<file path="src/smtls_pkg.sv">
// Package of constants and types for the servo mode and torque limit block
package smtls_pkg;
    // Clock and the millisecond time base
    localparam int CLK_PERIOD_NS = 10;
    localparam int MS_NS = 1000000;
    localparam int MS_CYCLES = MS_NS / CLK_PERIOD_NS;

    // Parameter indices on the parameter port
    localparam logic [3:0] IDX_OPERATION_MODE = 4'h0;
    localparam logic [3:0] IDX_TL2_SWITCH = 4'h1;
    localparam logic [3:0] IDX_FE_FILTER = 4'h2;
    localparam logic [3:0] IDX_INPOS_FILTER = 4'h3;
    localparam logic [3:0] IDX_SPEED_FILTER = 4'h4;
    localparam logic [3:0] IDX_FUNCTION_F = 4'h5;
    localparam logic [3:0] IDX_SMOOTHING = 4'h6;
    localparam logic [3:0] IDX_FWD_TL2 = 4'h7;
    localparam logic [3:0] IDX_REV_TL2 = 4'h8;
    localparam logic [3:0] IDX_DIRECTION = 4'h9;
    localparam logic [3:0] IDX_FE_LEVEL = 4'hA;
    localparam logic [3:0] IDX_INPOS_RANGE = 4'hB;
    localparam logic [3:0] IDX_SPEED_RANGE = 4'hC;

    // Field positions, fields four bits wide unless a single bit or the 16-bit smoothing time constant
    localparam int CTRL_MODE_LSB = 0;
    localparam int OP_MODE_LSB = 4;
    localparam int CLOSED_LOOP_LSB = 16;
    localparam int TL2_SEL_LSB = 0;
    localparam int MAX_TL1_SEL_LSB = 4;
    localparam int SMOOTH_TC_LSB = 0;
    localparam int SMOOTH_EN_BIT = 16;
    localparam int TRAVEL_DIR_BIT = 0;
    localparam int POL_REFLECT_BIT = 1;
    localparam int CW_FWD_LIMIT2_BIT = 11;
    localparam int CW_REV_LIMIT2_BIT = 12;
    localparam int SW_TARGET_BIT = 10;
    localparam int SW_FOLLOW_ERR_BIT = 13;

    // Field values
    localparam logic [3:0] CTRL_STANDARD = 4'h0;
    localparam logic [3:0] CTRL_POINT_TABLE = 4'h6;
    localparam logic [3:0] OP_STANDARD = 4'h0;
    localparam logic [3:0] OP_LINEAR = 4'h4;
    localparam logic [3:0] OP_DIRECT_DRIVE = 4'h6;
    localparam logic [3:0] FIELD_ON = 4'h1;

    // Reset values
    localparam logic [31:0] RST_OPERATION_MODE = 32'h00003000;
    localparam logic [31:0] RST_TL2_SWITCH = 32'h00000000;
    localparam logic [15:0] RST_FILTER_TIME = 16'h0000;
    localparam logic [31:0] RST_FUNCTION_F = 32'h00000010;
    localparam logic [31:0] RST_SMOOTHING = 32'h00000000;
    localparam logic [15:0] RST_TORQUE_LIMIT2 = 16'h2710;
    localparam logic [31:0] RST_DIRECTION = 32'h00000000;
    localparam logic [31:0] RST_FE_LEVEL = 32'h0FFFFFFF;
    localparam logic [31:0] RST_RANGE = 32'h00000000;

    // Limits and special values
    localparam logic [15:0] SMOOTH_TC_MAX = 16'h03E8;
    localparam logic [15:0] TORQUE_LIMIT_MAX = 16'h2710;
    localparam logic [31:0] FE_LEVEL_DISABLE = 32'h0FFFFFFF;
    localparam logic [31:0] INPOS_ALWAYS_ON = 32'hFFFFFFFF;

    // Operation modes commanded by the controller
    typedef enum logic [3:0] {
        MODE_CSP, MODE_CSV, MODE_CST, MODE_PP, MODE_PV,
        MODE_TQ, MODE_HM, MODE_PT, MODE_JG
    } smtls_mode_e;
endpackage : smtls_pkg

</file>
<file path="src/smtls_timer_if.sv">
// Interface between the block and one of its filter timers
`timescale 1ns/1ps
interface smtls_timer_if;
    logic tick;
    logic cond;
    logic [15:0] limit_ms;
    logic status;

    modport ctrl (output tick, output cond, output limit_ms, input status);
    modport timer (input tick, input cond, input limit_ms, output status);
endinterface : smtls_timer_if

</file>
<file path="src/smtls_filter_timer.sv">
// Millisecond filter timer that qualifies one status condition
`timescale 1ns/1ps
module smtls_filter_timer (
    input wire logic clock,
    input wire logic reset,
    smtls_timer_if.timer bus
);
    typedef struct packed {
        logic [15:0] count;
        logic done;
    } smtls_timer_s;

    smtls_timer_s st_ff;
    smtls_timer_s nxt_st;

    // Count held time in ms, restart when the condition drops
    always_comb begin
        nxt_st = st_ff;
        if (!bus.cond) begin
            nxt_st.count = 16'h0000; // see (RQ18)
            nxt_st.done = 1'b0;
        end else begin
            nxt_st.done = (st_ff.count >= bus.limit_ms);
            if (bus.tick && st_ff.count != 16'hFFFF) begin
                nxt_st.count = st_ff.count + 16'h0001;
            end
        end
    end

    // State register
    always_ff @(posedge clock) begin
        if (reset) begin
            st_ff <= '0;
        end else begin
            st_ff <= nxt_st;
        end
    end

    // Status drops in the same cycle as the condition
    assign bus.status = st_ff.done & bus.cond; // see (RQ18)
endmodule : smtls_filter_timer

</file>
<file path="src/smtls_servo_ctrl.sv">
// Mode check, torque limit selection and status filtering for one axis
// Operation
// (RQ1) Control mode only 0 or 6, else alarm
// (RQ2) Operation mode 0, 4, 6; resets 0
// (RQ3) Closed loop select 0 semi, 1 full
// (RQ4) Full closed loop with linear motor alarms
// (RQ5) Smoothing 0 to 100 ms, only when enabled
// (RQ6) Limit-2 select enables command bits 11, 12
// (RQ7) Use limit 2 while selected and requested
// (RQ8) Forward limit 2 clamped to motor maximum
// (RQ9) Reverse limit 2 clamped to motor maximum
// (RQ10) Direction settings swap positive, negative limits
// (RQ11) Status bit 13 after filtered droop excess
// (RQ12) All-ones level disables following error; the code disables it at level 0FFFFFFF
// (RQ13) Following error only in csp, pp, pt, jog
// (RQ14) Status bit 10 after filtered in-position
// (RQ15) Maximum in-position range forces bit 10
// (RQ16) Profile velocity: bit 10 on speed reached
// (RQ17) Maximum torque limit 1 select, reset on
// (RQ18) Timers restart, status clears when condition drops
// (RQ19) Mode write checked, alarm held until reset
`timescale 1ns/1ps
module smtls_servo_ctrl #(
    parameter int MS_CYCLES = smtls_pkg::MS_CYCLES
) (
    input wire logic clock,
    input wire logic reset,
    input wire logic param_wr_en,
    input wire logic param_rd_en,
    input wire logic [3:0] param_index,
    input wire logic [31:0] param_wdata,
    output logic [31:0] param_rdata,
    output logic param_rvalid,
    input wire smtls_pkg::smtls_mode_e op_mode,
    input wire logic [15:0] control_word,
    input wire logic [15:0] primary_fwd_limit,
    input wire logic [15:0] primary_rev_limit,
    input wire logic [15:0] max_torque_limit1,
    input wire logic [15:0] motor_max_torque,
    input wire logic [31:0] droop_count,
    input wire logic [31:0] position_error,
    input wire logic [31:0] speed_error,
    output logic [15:0] status_word,
    output logic [15:0] positive_torque_limit,
    output logic [15:0] negative_torque_limit,
    output logic [15:0] smoothing_time_constant,
    output logic parameter_error_alarm
);
    typedef struct packed {
        logic [31:0] operation_mode_config;
        logic [31:0] torque_limit2_switch_config;
        logic [15:0] following_error_filter_time;
        logic [15:0] in_position_filter_time;
        logic [15:0] speed_reached_filter_time;
        logic [31:0] function_select_f;
        logic [31:0] smoothing_config;
        logic [15:0] forward_torque_limit_two;
        logic [15:0] reverse_torque_limit_two;
        logic [31:0] direction_config;
        logic [31:0] following_error_level;
        logic [31:0] in_position_range;
        logic [31:0] speed_reached_range;
        logic alarm;
        logic [31:0] div_count;
        logic tick;
        logic [15:0] pos_limit;
        logic [15:0] neg_limit;
        logic [15:0] status;
        logic [15:0] smooth_tc;
        logic [31:0] rdata;
        logic rvalid;
    } smtls_state_s;

    smtls_state_s st_ff;
    smtls_state_s nxt_st;

    // Magnitude of a two's complement value
    function automatic logic [31:0] smtls_mag(input logic [31:0] v);
        smtls_mag = v[31] ? (~v + 32'h00000001) : v;
    endfunction : smtls_mag

    // Smaller of two limits
    function automatic logic [15:0] smtls_min(input logic [15:0] a,
                                              input logic [15:0] b);
        smtls_min = (a < b) ? a : b;
    endfunction : smtls_min

    // Mode value legality of a whole operation mode word
    function automatic logic smtls_mode_ok(input logic [31:0] v);
        logic [3:0] ctrl;
        logic [3:0] op;
        logic [3:0] loop;
        ctrl = v[smtls_pkg::CTRL_MODE_LSB +: 4];
        op = v[smtls_pkg::OP_MODE_LSB +: 4];
        loop = v[smtls_pkg::CLOSED_LOOP_LSB +: 4]; // see (RQ3)
        smtls_mode_ok = (ctrl == smtls_pkg::CTRL_STANDARD ||
                         ctrl == smtls_pkg::CTRL_POINT_TABLE) &&
                        !(loop == smtls_pkg::FIELD_ON &&
                          op == smtls_pkg::OP_LINEAR);
    endfunction : smtls_mode_ok

    // Stored word for a parameter index
    function automatic logic [31:0] smtls_read(input smtls_state_s s,
                                               input logic [3:0] idx);
        smtls_read = 32'h00000000;
        if (idx == smtls_pkg::IDX_OPERATION_MODE) begin
            smtls_read = s.operation_mode_config;
        end else if (idx == smtls_pkg::IDX_TL2_SWITCH) begin
            smtls_read = s.torque_limit2_switch_config;
        end else if (idx == smtls_pkg::IDX_FE_FILTER) begin
            smtls_read = {16'h0000, s.following_error_filter_time};
        end else if (idx == smtls_pkg::IDX_INPOS_FILTER) begin
            smtls_read = {16'h0000, s.in_position_filter_time};
        end else if (idx == smtls_pkg::IDX_SPEED_FILTER) begin
            smtls_read = {16'h0000, s.speed_reached_filter_time};
        end else if (idx == smtls_pkg::IDX_FUNCTION_F) begin
            smtls_read = s.function_select_f;
        end else if (idx == smtls_pkg::IDX_SMOOTHING) begin
            smtls_read = s.smoothing_config;
        end else if (idx == smtls_pkg::IDX_FWD_TL2) begin
            smtls_read = {16'h0000, s.forward_torque_limit_two};
        end else if (idx == smtls_pkg::IDX_REV_TL2) begin
            smtls_read = {16'h0000, s.reverse_torque_limit_two};
        end else if (idx == smtls_pkg::IDX_DIRECTION) begin
            smtls_read = s.direction_config;
        end else if (idx == smtls_pkg::IDX_FE_LEVEL) begin
            smtls_read = s.following_error_level;
        end else if (idx == smtls_pkg::IDX_INPOS_RANGE) begin
            smtls_read = s.in_position_range;
        end else if (idx == smtls_pkg::IDX_SPEED_RANGE) begin
            smtls_read = s.speed_reached_range;
        end
    endfunction : smtls_read

    localparam logic [31:0] MS_LAST = 32'(MS_CYCLES - 1);

    // Filter timer links: 0 following error, 1 in-position, 2 speed
    smtls_timer_if tif[3] ();
    logic cond_w [3];
    logic [15:0] limit_w [3];
    logic stat_w [3];

    genvar gi;
    generate
        for (gi = 0; gi < 3; gi++) begin : g_timer
            assign tif[gi].tick = st_ff.tick;
            assign tif[gi].cond = cond_w[gi];
            assign tif[gi].limit_ms = limit_w[gi];
            assign stat_w[gi] = tif[gi].status;
            smtls_filter_timer u_timer (
                .clock(clock),
                .reset(reset),
                .bus(tif[gi].timer)
            );
        end
    endgenerate

    // Mode groups and monitored conditions
    logic fe_mode;
    logic inpos_mode;
    logic pv_mode;
    always_comb begin
        fe_mode = (op_mode == smtls_pkg::MODE_CSP) ||
                  (op_mode == smtls_pkg::MODE_PP) ||
                  (op_mode == smtls_pkg::MODE_PT) ||
                  (op_mode == smtls_pkg::MODE_JG); // see (RQ13)
        inpos_mode = (op_mode == smtls_pkg::MODE_PP) ||
                     (op_mode == smtls_pkg::MODE_PT) ||
                     (op_mode == smtls_pkg::MODE_JG); // see (RQ14)
        pv_mode = (op_mode == smtls_pkg::MODE_PV); // see (RQ16)
        cond_w[0] = fe_mode &&
                    (st_ff.following_error_level !=
                     smtls_pkg::FE_LEVEL_DISABLE) && // see (RQ12)
                    (smtls_mag(droop_count) >=
                     st_ff.following_error_level); // see (RQ11)
        cond_w[1] = inpos_mode &&
                    (smtls_mag(position_error) <=
                     st_ff.in_position_range); // see (RQ14)
        cond_w[2] = pv_mode &&
                    (smtls_mag(speed_error) <=
                     st_ff.speed_reached_range); // see (RQ16)
        limit_w[0] = st_ff.following_error_filter_time;
        limit_w[1] = st_ff.in_position_filter_time;
        limit_w[2] = st_ff.speed_reached_filter_time;
    end

    // Next state: parameter writes, checks, limits and status
    logic fwd_sel;
    logic rev_sel;
    logic swap;
    logic [15:0] fwd_lim;
    logic [15:0] rev_lim;
    logic target_bit;
    always_comb begin
        nxt_st = st_ff;
        // Millisecond enable from the clock divider
        nxt_st.tick = (st_ff.div_count == MS_LAST);
        nxt_st.div_count = nxt_st.tick ? 32'h00000000
                                       : st_ff.div_count + 32'h00000001;
        // Parameter writes
        if (param_wr_en) begin
            if (param_index == smtls_pkg::IDX_OPERATION_MODE) begin
                nxt_st.operation_mode_config = param_wdata; // see (RQ2)
                if (!smtls_mode_ok(param_wdata)) begin
                    nxt_st.alarm = 1'b1; // see (RQ1) see (RQ4) see (RQ19)
                end
            end else if (param_index == smtls_pkg::IDX_TL2_SWITCH) begin
                nxt_st.torque_limit2_switch_config = param_wdata;
            end else if (param_index == smtls_pkg::IDX_FE_FILTER) begin
                nxt_st.following_error_filter_time = param_wdata[15:0];
            end else if (param_index == smtls_pkg::IDX_INPOS_FILTER) begin
                nxt_st.in_position_filter_time = param_wdata[15:0];
            end else if (param_index == smtls_pkg::IDX_SPEED_FILTER) begin
                nxt_st.speed_reached_filter_time = param_wdata[15:0];
            end else if (param_index == smtls_pkg::IDX_FUNCTION_F) begin
                nxt_st.function_select_f = param_wdata; // see (RQ17)
            end else if (param_index == smtls_pkg::IDX_SMOOTHING) begin
                nxt_st.smoothing_config = param_wdata;
            end else if (param_index == smtls_pkg::IDX_FWD_TL2) begin
                nxt_st.forward_torque_limit_two = smtls_min(
                    param_wdata[15:0], smtls_pkg::TORQUE_LIMIT_MAX);
            end else if (param_index == smtls_pkg::IDX_REV_TL2) begin
                nxt_st.reverse_torque_limit_two = smtls_min(
                    param_wdata[15:0], smtls_pkg::TORQUE_LIMIT_MAX);
            end else if (param_index == smtls_pkg::IDX_DIRECTION) begin
                nxt_st.direction_config = param_wdata;
            end else if (param_index == smtls_pkg::IDX_FE_LEVEL) begin
                nxt_st.following_error_level = param_wdata;
            end else if (param_index == smtls_pkg::IDX_INPOS_RANGE) begin
                nxt_st.in_position_range = param_wdata;
            end else if (param_index == smtls_pkg::IDX_SPEED_RANGE) begin
                nxt_st.speed_reached_range = param_wdata;
            end
        end
        // Parameter read answer
        nxt_st.rvalid = param_rd_en;
        if (param_rd_en) begin
            nxt_st.rdata = smtls_read(st_ff, param_index);
        end
        // Torque limit 2 selection by command word bits
        fwd_sel = (st_ff.torque_limit2_switch_config[
                       smtls_pkg::TL2_SEL_LSB +: 4] == smtls_pkg::FIELD_ON) &&
                  control_word[smtls_pkg::CW_FWD_LIMIT2_BIT]; // see (RQ6)
        rev_sel = (st_ff.torque_limit2_switch_config[
                       smtls_pkg::TL2_SEL_LSB +: 4] == smtls_pkg::FIELD_ON) &&
                  control_word[smtls_pkg::CW_REV_LIMIT2_BIT]; // see (RQ6)
        fwd_lim = fwd_sel ? st_ff.forward_torque_limit_two
                          : primary_fwd_limit; // see (RQ7)
        rev_lim = rev_sel ? st_ff.reverse_torque_limit_two
                          : primary_rev_limit; // see (RQ7)
        // Clamp to the motor maximum, zero gives no torque
        fwd_lim = smtls_min(fwd_lim, motor_max_torque); // see (RQ8)
        rev_lim = smtls_min(rev_lim, motor_max_torque); // see (RQ9)
        if (st_ff.function_select_f[smtls_pkg::MAX_TL1_SEL_LSB +: 4] ==
            smtls_pkg::FIELD_ON) begin
            fwd_lim = smtls_min(fwd_lim, max_torque_limit1); // see (RQ17)
            rev_lim = smtls_min(rev_lim, max_torque_limit1); // see (RQ17)
        end
        // Direction settings swap the limit objects
        swap = st_ff.direction_config[smtls_pkg::TRAVEL_DIR_BIT] ^
               st_ff.direction_config[smtls_pkg::POL_REFLECT_BIT];
        nxt_st.pos_limit = swap ? rev_lim : fwd_lim; // see (RQ10)
        nxt_st.neg_limit = swap ? fwd_lim : rev_lim; // see (RQ10)
        // Smoothing time constant, clamped and gated by enable
        nxt_st.smooth_tc = st_ff.smoothing_config[smtls_pkg::SMOOTH_EN_BIT]
            ? smtls_min(st_ff.smoothing_config[smtls_pkg::SMOOTH_TC_LSB +: 16],
                        smtls_pkg::SMOOTH_TC_MAX)
            : 16'h0000; // see (RQ5)
        // Status word bits
        target_bit = pv_mode ? stat_w[2] // see (RQ16)
            : (inpos_mode &&
               st_ff.in_position_range == smtls_pkg::INPOS_ALWAYS_ON)
              || stat_w[1]; // see (RQ14) see (RQ15)
        nxt_st.status = 16'h0000;
        nxt_st.status[smtls_pkg::SW_TARGET_BIT] = target_bit;
        nxt_st.status[smtls_pkg::SW_FOLLOW_ERR_BIT] = stat_w[0]; // see (RQ11)
    end

    // State register with its reset values
    always_ff @(posedge clock) begin
        if (reset) begin
            st_ff <= '0;
            st_ff.operation_mode_config <= smtls_pkg::RST_OPERATION_MODE;
            st_ff.torque_limit2_switch_config <= smtls_pkg::RST_TL2_SWITCH;
            st_ff.following_error_filter_time <= smtls_pkg::RST_FILTER_TIME;
            st_ff.in_position_filter_time <= smtls_pkg::RST_FILTER_TIME;
            st_ff.speed_reached_filter_time <= smtls_pkg::RST_FILTER_TIME;
            st_ff.function_select_f <= smtls_pkg::RST_FUNCTION_F;
            st_ff.smoothing_config <= smtls_pkg::RST_SMOOTHING;
            st_ff.forward_torque_limit_two <= smtls_pkg::RST_TORQUE_LIMIT2;
            st_ff.reverse_torque_limit_two <= smtls_pkg::RST_TORQUE_LIMIT2;
            st_ff.direction_config <= smtls_pkg::RST_DIRECTION;
            st_ff.following_error_level <= smtls_pkg::RST_FE_LEVEL;
            st_ff.in_position_range <= smtls_pkg::RST_RANGE;
            st_ff.speed_reached_range <= smtls_pkg::RST_RANGE;
        end else begin
            st_ff <= nxt_st;
        end
    end

    // Outputs straight from the state register
    assign param_rdata = st_ff.rdata;
    assign param_rvalid = st_ff.rvalid;
    assign status_word = st_ff.status;
    assign positive_torque_limit = st_ff.pos_limit;
    assign negative_torque_limit = st_ff.neg_limit;
    assign smoothing_time_constant = st_ff.smooth_tc;
    assign parameter_error_alarm = st_ff.alarm;
endmodule : smtls_servo_ctrl

</file>
<file path="config.mk">
export PLATFORM = sky130hd
export DESIGN_NAME = smtls_servo_ctrl
export DESIGN_NICKNAME = d
export VERILOG_FILES = /design/src/smtls_pkg.sv /design/src/smtls_timer_if.sv /design/src/smtls_filter_timer.sv /design/src/smtls_servo_ctrl.sv
export SDC_FILE = /design/constraint.sdc
export NUM_CORES = 2
export LEC_CHECK = 0
export BUFFER_PORTS_ARGS = -buffer_cell sky130_fd_sc_hd__buf_2
export CORE_MARGIN = 2
export CORE_UTILIZATION = 30
export CTS_CLUSTER_DIAMETER = 30
export DETAILED_ROUTE_END_ITERATION = 6
export GPL_ROUTABILITY_DRIVEN = 0
export PLACE_DENSITY = 0.58
export SYNTH_ARGS = -nofsm -noshare
export SYNTH_HDL_FRONTEND = slang
export SYNTH_SLANG_ARGS = --single-unit
</file>
<file path="constraint.sdc">
create_clock -name clock -period 6.2 [get_ports clock]
set_clock_uncertainty 0.1 [all_clocks]
set_input_delay 0.93 -clock clock [delete_from_list [all_inputs] [get_ports clock]]
set_output_delay 0.93 -clock clock [all_outputs]
set_load 0.05 [all_outputs]
</file>
==> results.txt <==
Run status: finished, final reports clean
Number of global-route vias before repair: 26080
Post-DRT Antenna Nets: 0
Initial antenna violation count: 36
Worst-path clk slew: 0.05 ns
Layout area overhead: 21.82%
I/O Buffers: 289
Die W: 316.8 um
CTS sink cnt: 504
Yosys top cell area share: 34.38%
Synth Area per Inst: 7.770 sq um
# DRC: 0
Die area: 0.1003 sq mm
Area of the mapped netlist: 0.02935 sq mm
Max Cap Viol: 0
Drt via density: 5.177
Crit. End Element: register
CTS root buffer: clkbuf_16
EDFF count, synth: 0
Fillcell total: 9982
Starting Density: 30.30%
Cell variety after synth: 82
Post-synthesis sequential area ratio: 34.38%
Row count: 114
Initial DRC Count: 2516
DR vias: 27560
Num CTS Buffers: 117
Grt ovf: 0
Max-slew headroom: 14.82%
Pre-Repair DR Iteration Count: 6
Gr usage total: 20.22%
WL final: 105100 um
DP HPWL: 77450 um
CORE AREA: 0.09685 sq mm
Critical path type: register to register
Synth Instances: 3777
Layout cells sized above 1: 16.31%
Hold Fails Final Rpt: 0
Dominant cell type by area after synthesis: dfxtp_1
# IOs: 318
Crit start category: register
Die height: 316.8 um
Async set-reset flop share out of synthesis: 0%
Slew Viols, Final: 0
CP required: 6.58 ns
Power per cell area: 315.5 mW/mm^2
Worst Path Arrival: 6.12 ns
Count leader, synth: nand2_1
Synth top cells by count: 770 x nand2_1, 504 x dfxtp_1, 439 x a21oi_1
Yosys warning total: 0
Worst min path class: register to register
Final setup fails: 0
Minimum clock period: 5.736 ns
Leak Pwr: 13.82 nW
Unrepaired setup endpoints after global routing: no
Hold WS: 0.3505 ns
F_max: 0.1743 GHz
Global-route wire length before repair: 155900 um
Clock Latency Late Sink: 0.70 ns
Area occupied by multi-input gates: 0.01705 sq mm
Worst-Margin Slew: 1.273 ns
Final net count: 4373
Synth top area cells: dfxtp_1 34%, nand2_1 9.8%, ha_1 9.0%
H-tree levels: 3
CP Max Fanout: 16
Main flop type after synthesis: dfxtp_1
#FFs+latches synth: 504
Clk buf depth: 3
Max IR drop VDD: 233.3 uV
Setup tns final: 0 ns
Routed wire per std cell: 19.74 um
Pin count of the biggest net entering global routing: 148
Reg area: 0.01009 sq mm
Crit share post-route: 92.52%
CTS tree: yes
## sequential cells by signal (all words and copies together) (netlist names), 2 cells and up
register / flops
tif.limit_ms: 48
st_ff: 320
status_word: 2
positive_torque_limit: 16
g_timer.u_timer.st_ff: 51
smoothing_time_constant: 16
param_rdata: 32
negative_torque_limit: 16
## cell families (layout without fill, tap and decap cells)
family                     after synthesis  count (layout)  synth area share, %
adders and majority gates              211             211                8.996
other                                    1              27              0.01278
AOI/OAI and AO/OA                      924             924                19.23
DFF                                    504             504                34.38
and+or+nand+nor                       1357            1357                20.96
xor gates and xnor gates               157             157                4.686
buffers and inverters                  520             764                7.965
muxes                                  103             103                3.765
## metal layers
metal	GRT usage, %	up-vias	routed length, um
li1	-	13400	-
met1	26.52	12880	45370
met2	31.17	1029	46480
met3	6.880	216	10390
met4	6.357	36	2605
met5	0	-	224
## layout make-up
cell class	instances	area share (%)
clock inverters	69	2.961
repair buffers	353	5.488
clock buffers	148	9.076
multi-input cells	2772	47.70
flip-flops and latches	504	28.22
inverters	194	2.037
well taps	1276	4.466
diodes	7	0.04900
## cell usage in the layout, fill, tap and decap left out, types with 16 or more instances in the layout
cell type,count
nand2_1,769
dfxtp_1,504
a21oi_1,439
buf_2,288
ha_1,211
nor2_1,198
inv_1,192
o21ai_0,132
clkbuf_16,117
xnor2_1,106
o211ai_1,76
nand4_1,69
nand3_1,68
buf_4,62
mux2i_1,53
xor2_1,51
mux2_2,49
o22ai_1,46
nor3_1,45
a211oi_1,41
a21o_1,37
nand2b_1,36
a22oi_1,30
nor2b_1,25
clkinv_2,24
and3_1,22
o31ai_1,22
bufinv_16,21
conb_1,20
clkbuf_8,20
or3_1,17
nor4_1,17
or4_1,16
a222oi_1,16
## where the power goes
part | switching [W] | leakage (nW) | internal, W | total (W)
clock | 0.00205 | 2.10 | 0.00456 | 0.00660
combinational | 0.000874 | 7.63 | 0.000438 | 0.00131
sequential | 0.0000426 | 4.08 | 0.00332 | 0.00337
## path summary, 6_finish.rpt
path	slack [ns]	startpoint	to	depth (start not counted)
max	0.46	st_ff[404]	negative_torque_limit[13]	22
min	0.35	st_ff[333]	st_ff[333]	2
min reg2reg	0.35	st_ff[333]	st_ff[333]	2
max reg2reg	0.46	st_ff[404]	negative_torque_limit[13]	22
## critical path: stages (launching register included)
cell	delay, ns
dfxtp_1	0.34
nor4b_4	0.32
buf_4	0.23
nand2_2	0.18
buf_4	0.19
mux2_2	0.29
ha_1	0.27
and4_1	0.26
and4_1	0.28
a221o_1	0.24
a21o_1	0.41
buf_4	0.23
mux2_2	0.35
ha_1	0.30
nand4_1	0.09
nor2_1	0.13
o2111ai_1	0.17
a31oi_1	0.28
a221oi_1	0.10
nand2_1	0.18
buf_12	0.18
mux2i_1	0.26
o22ai_1	0.12
## per-stage QoR
stage / utilization [%] / total power, W / std cells / cell area (sq um) / setup slack [ns]
floorplan: - / 0.004338 / 3796 / 29420 / 0.5212
global placement: 32.45 / 0.004706 / 5099 / 31430 / 0.1321
detailed placement: 32.45 / 0.004717 / 5099 / 31430 / 0.1102
finish: 36.91 / 0.01128 / 5323 / 35750 / 0.4638
CTS: 36.89 / 0.01134 / 5316 / 35730 / 0.3374
global route: 36.91 / 0.01166 / 5322 / 35750 / 0.05293
## timing repair
item | CTS | global route
setup endpoints to repair | 0 | 32
hold buffers | 0 | 0
gates resized for setup | 0 | 1
setup buffers | 0 | 0
(Power assumes the default switching activity.)
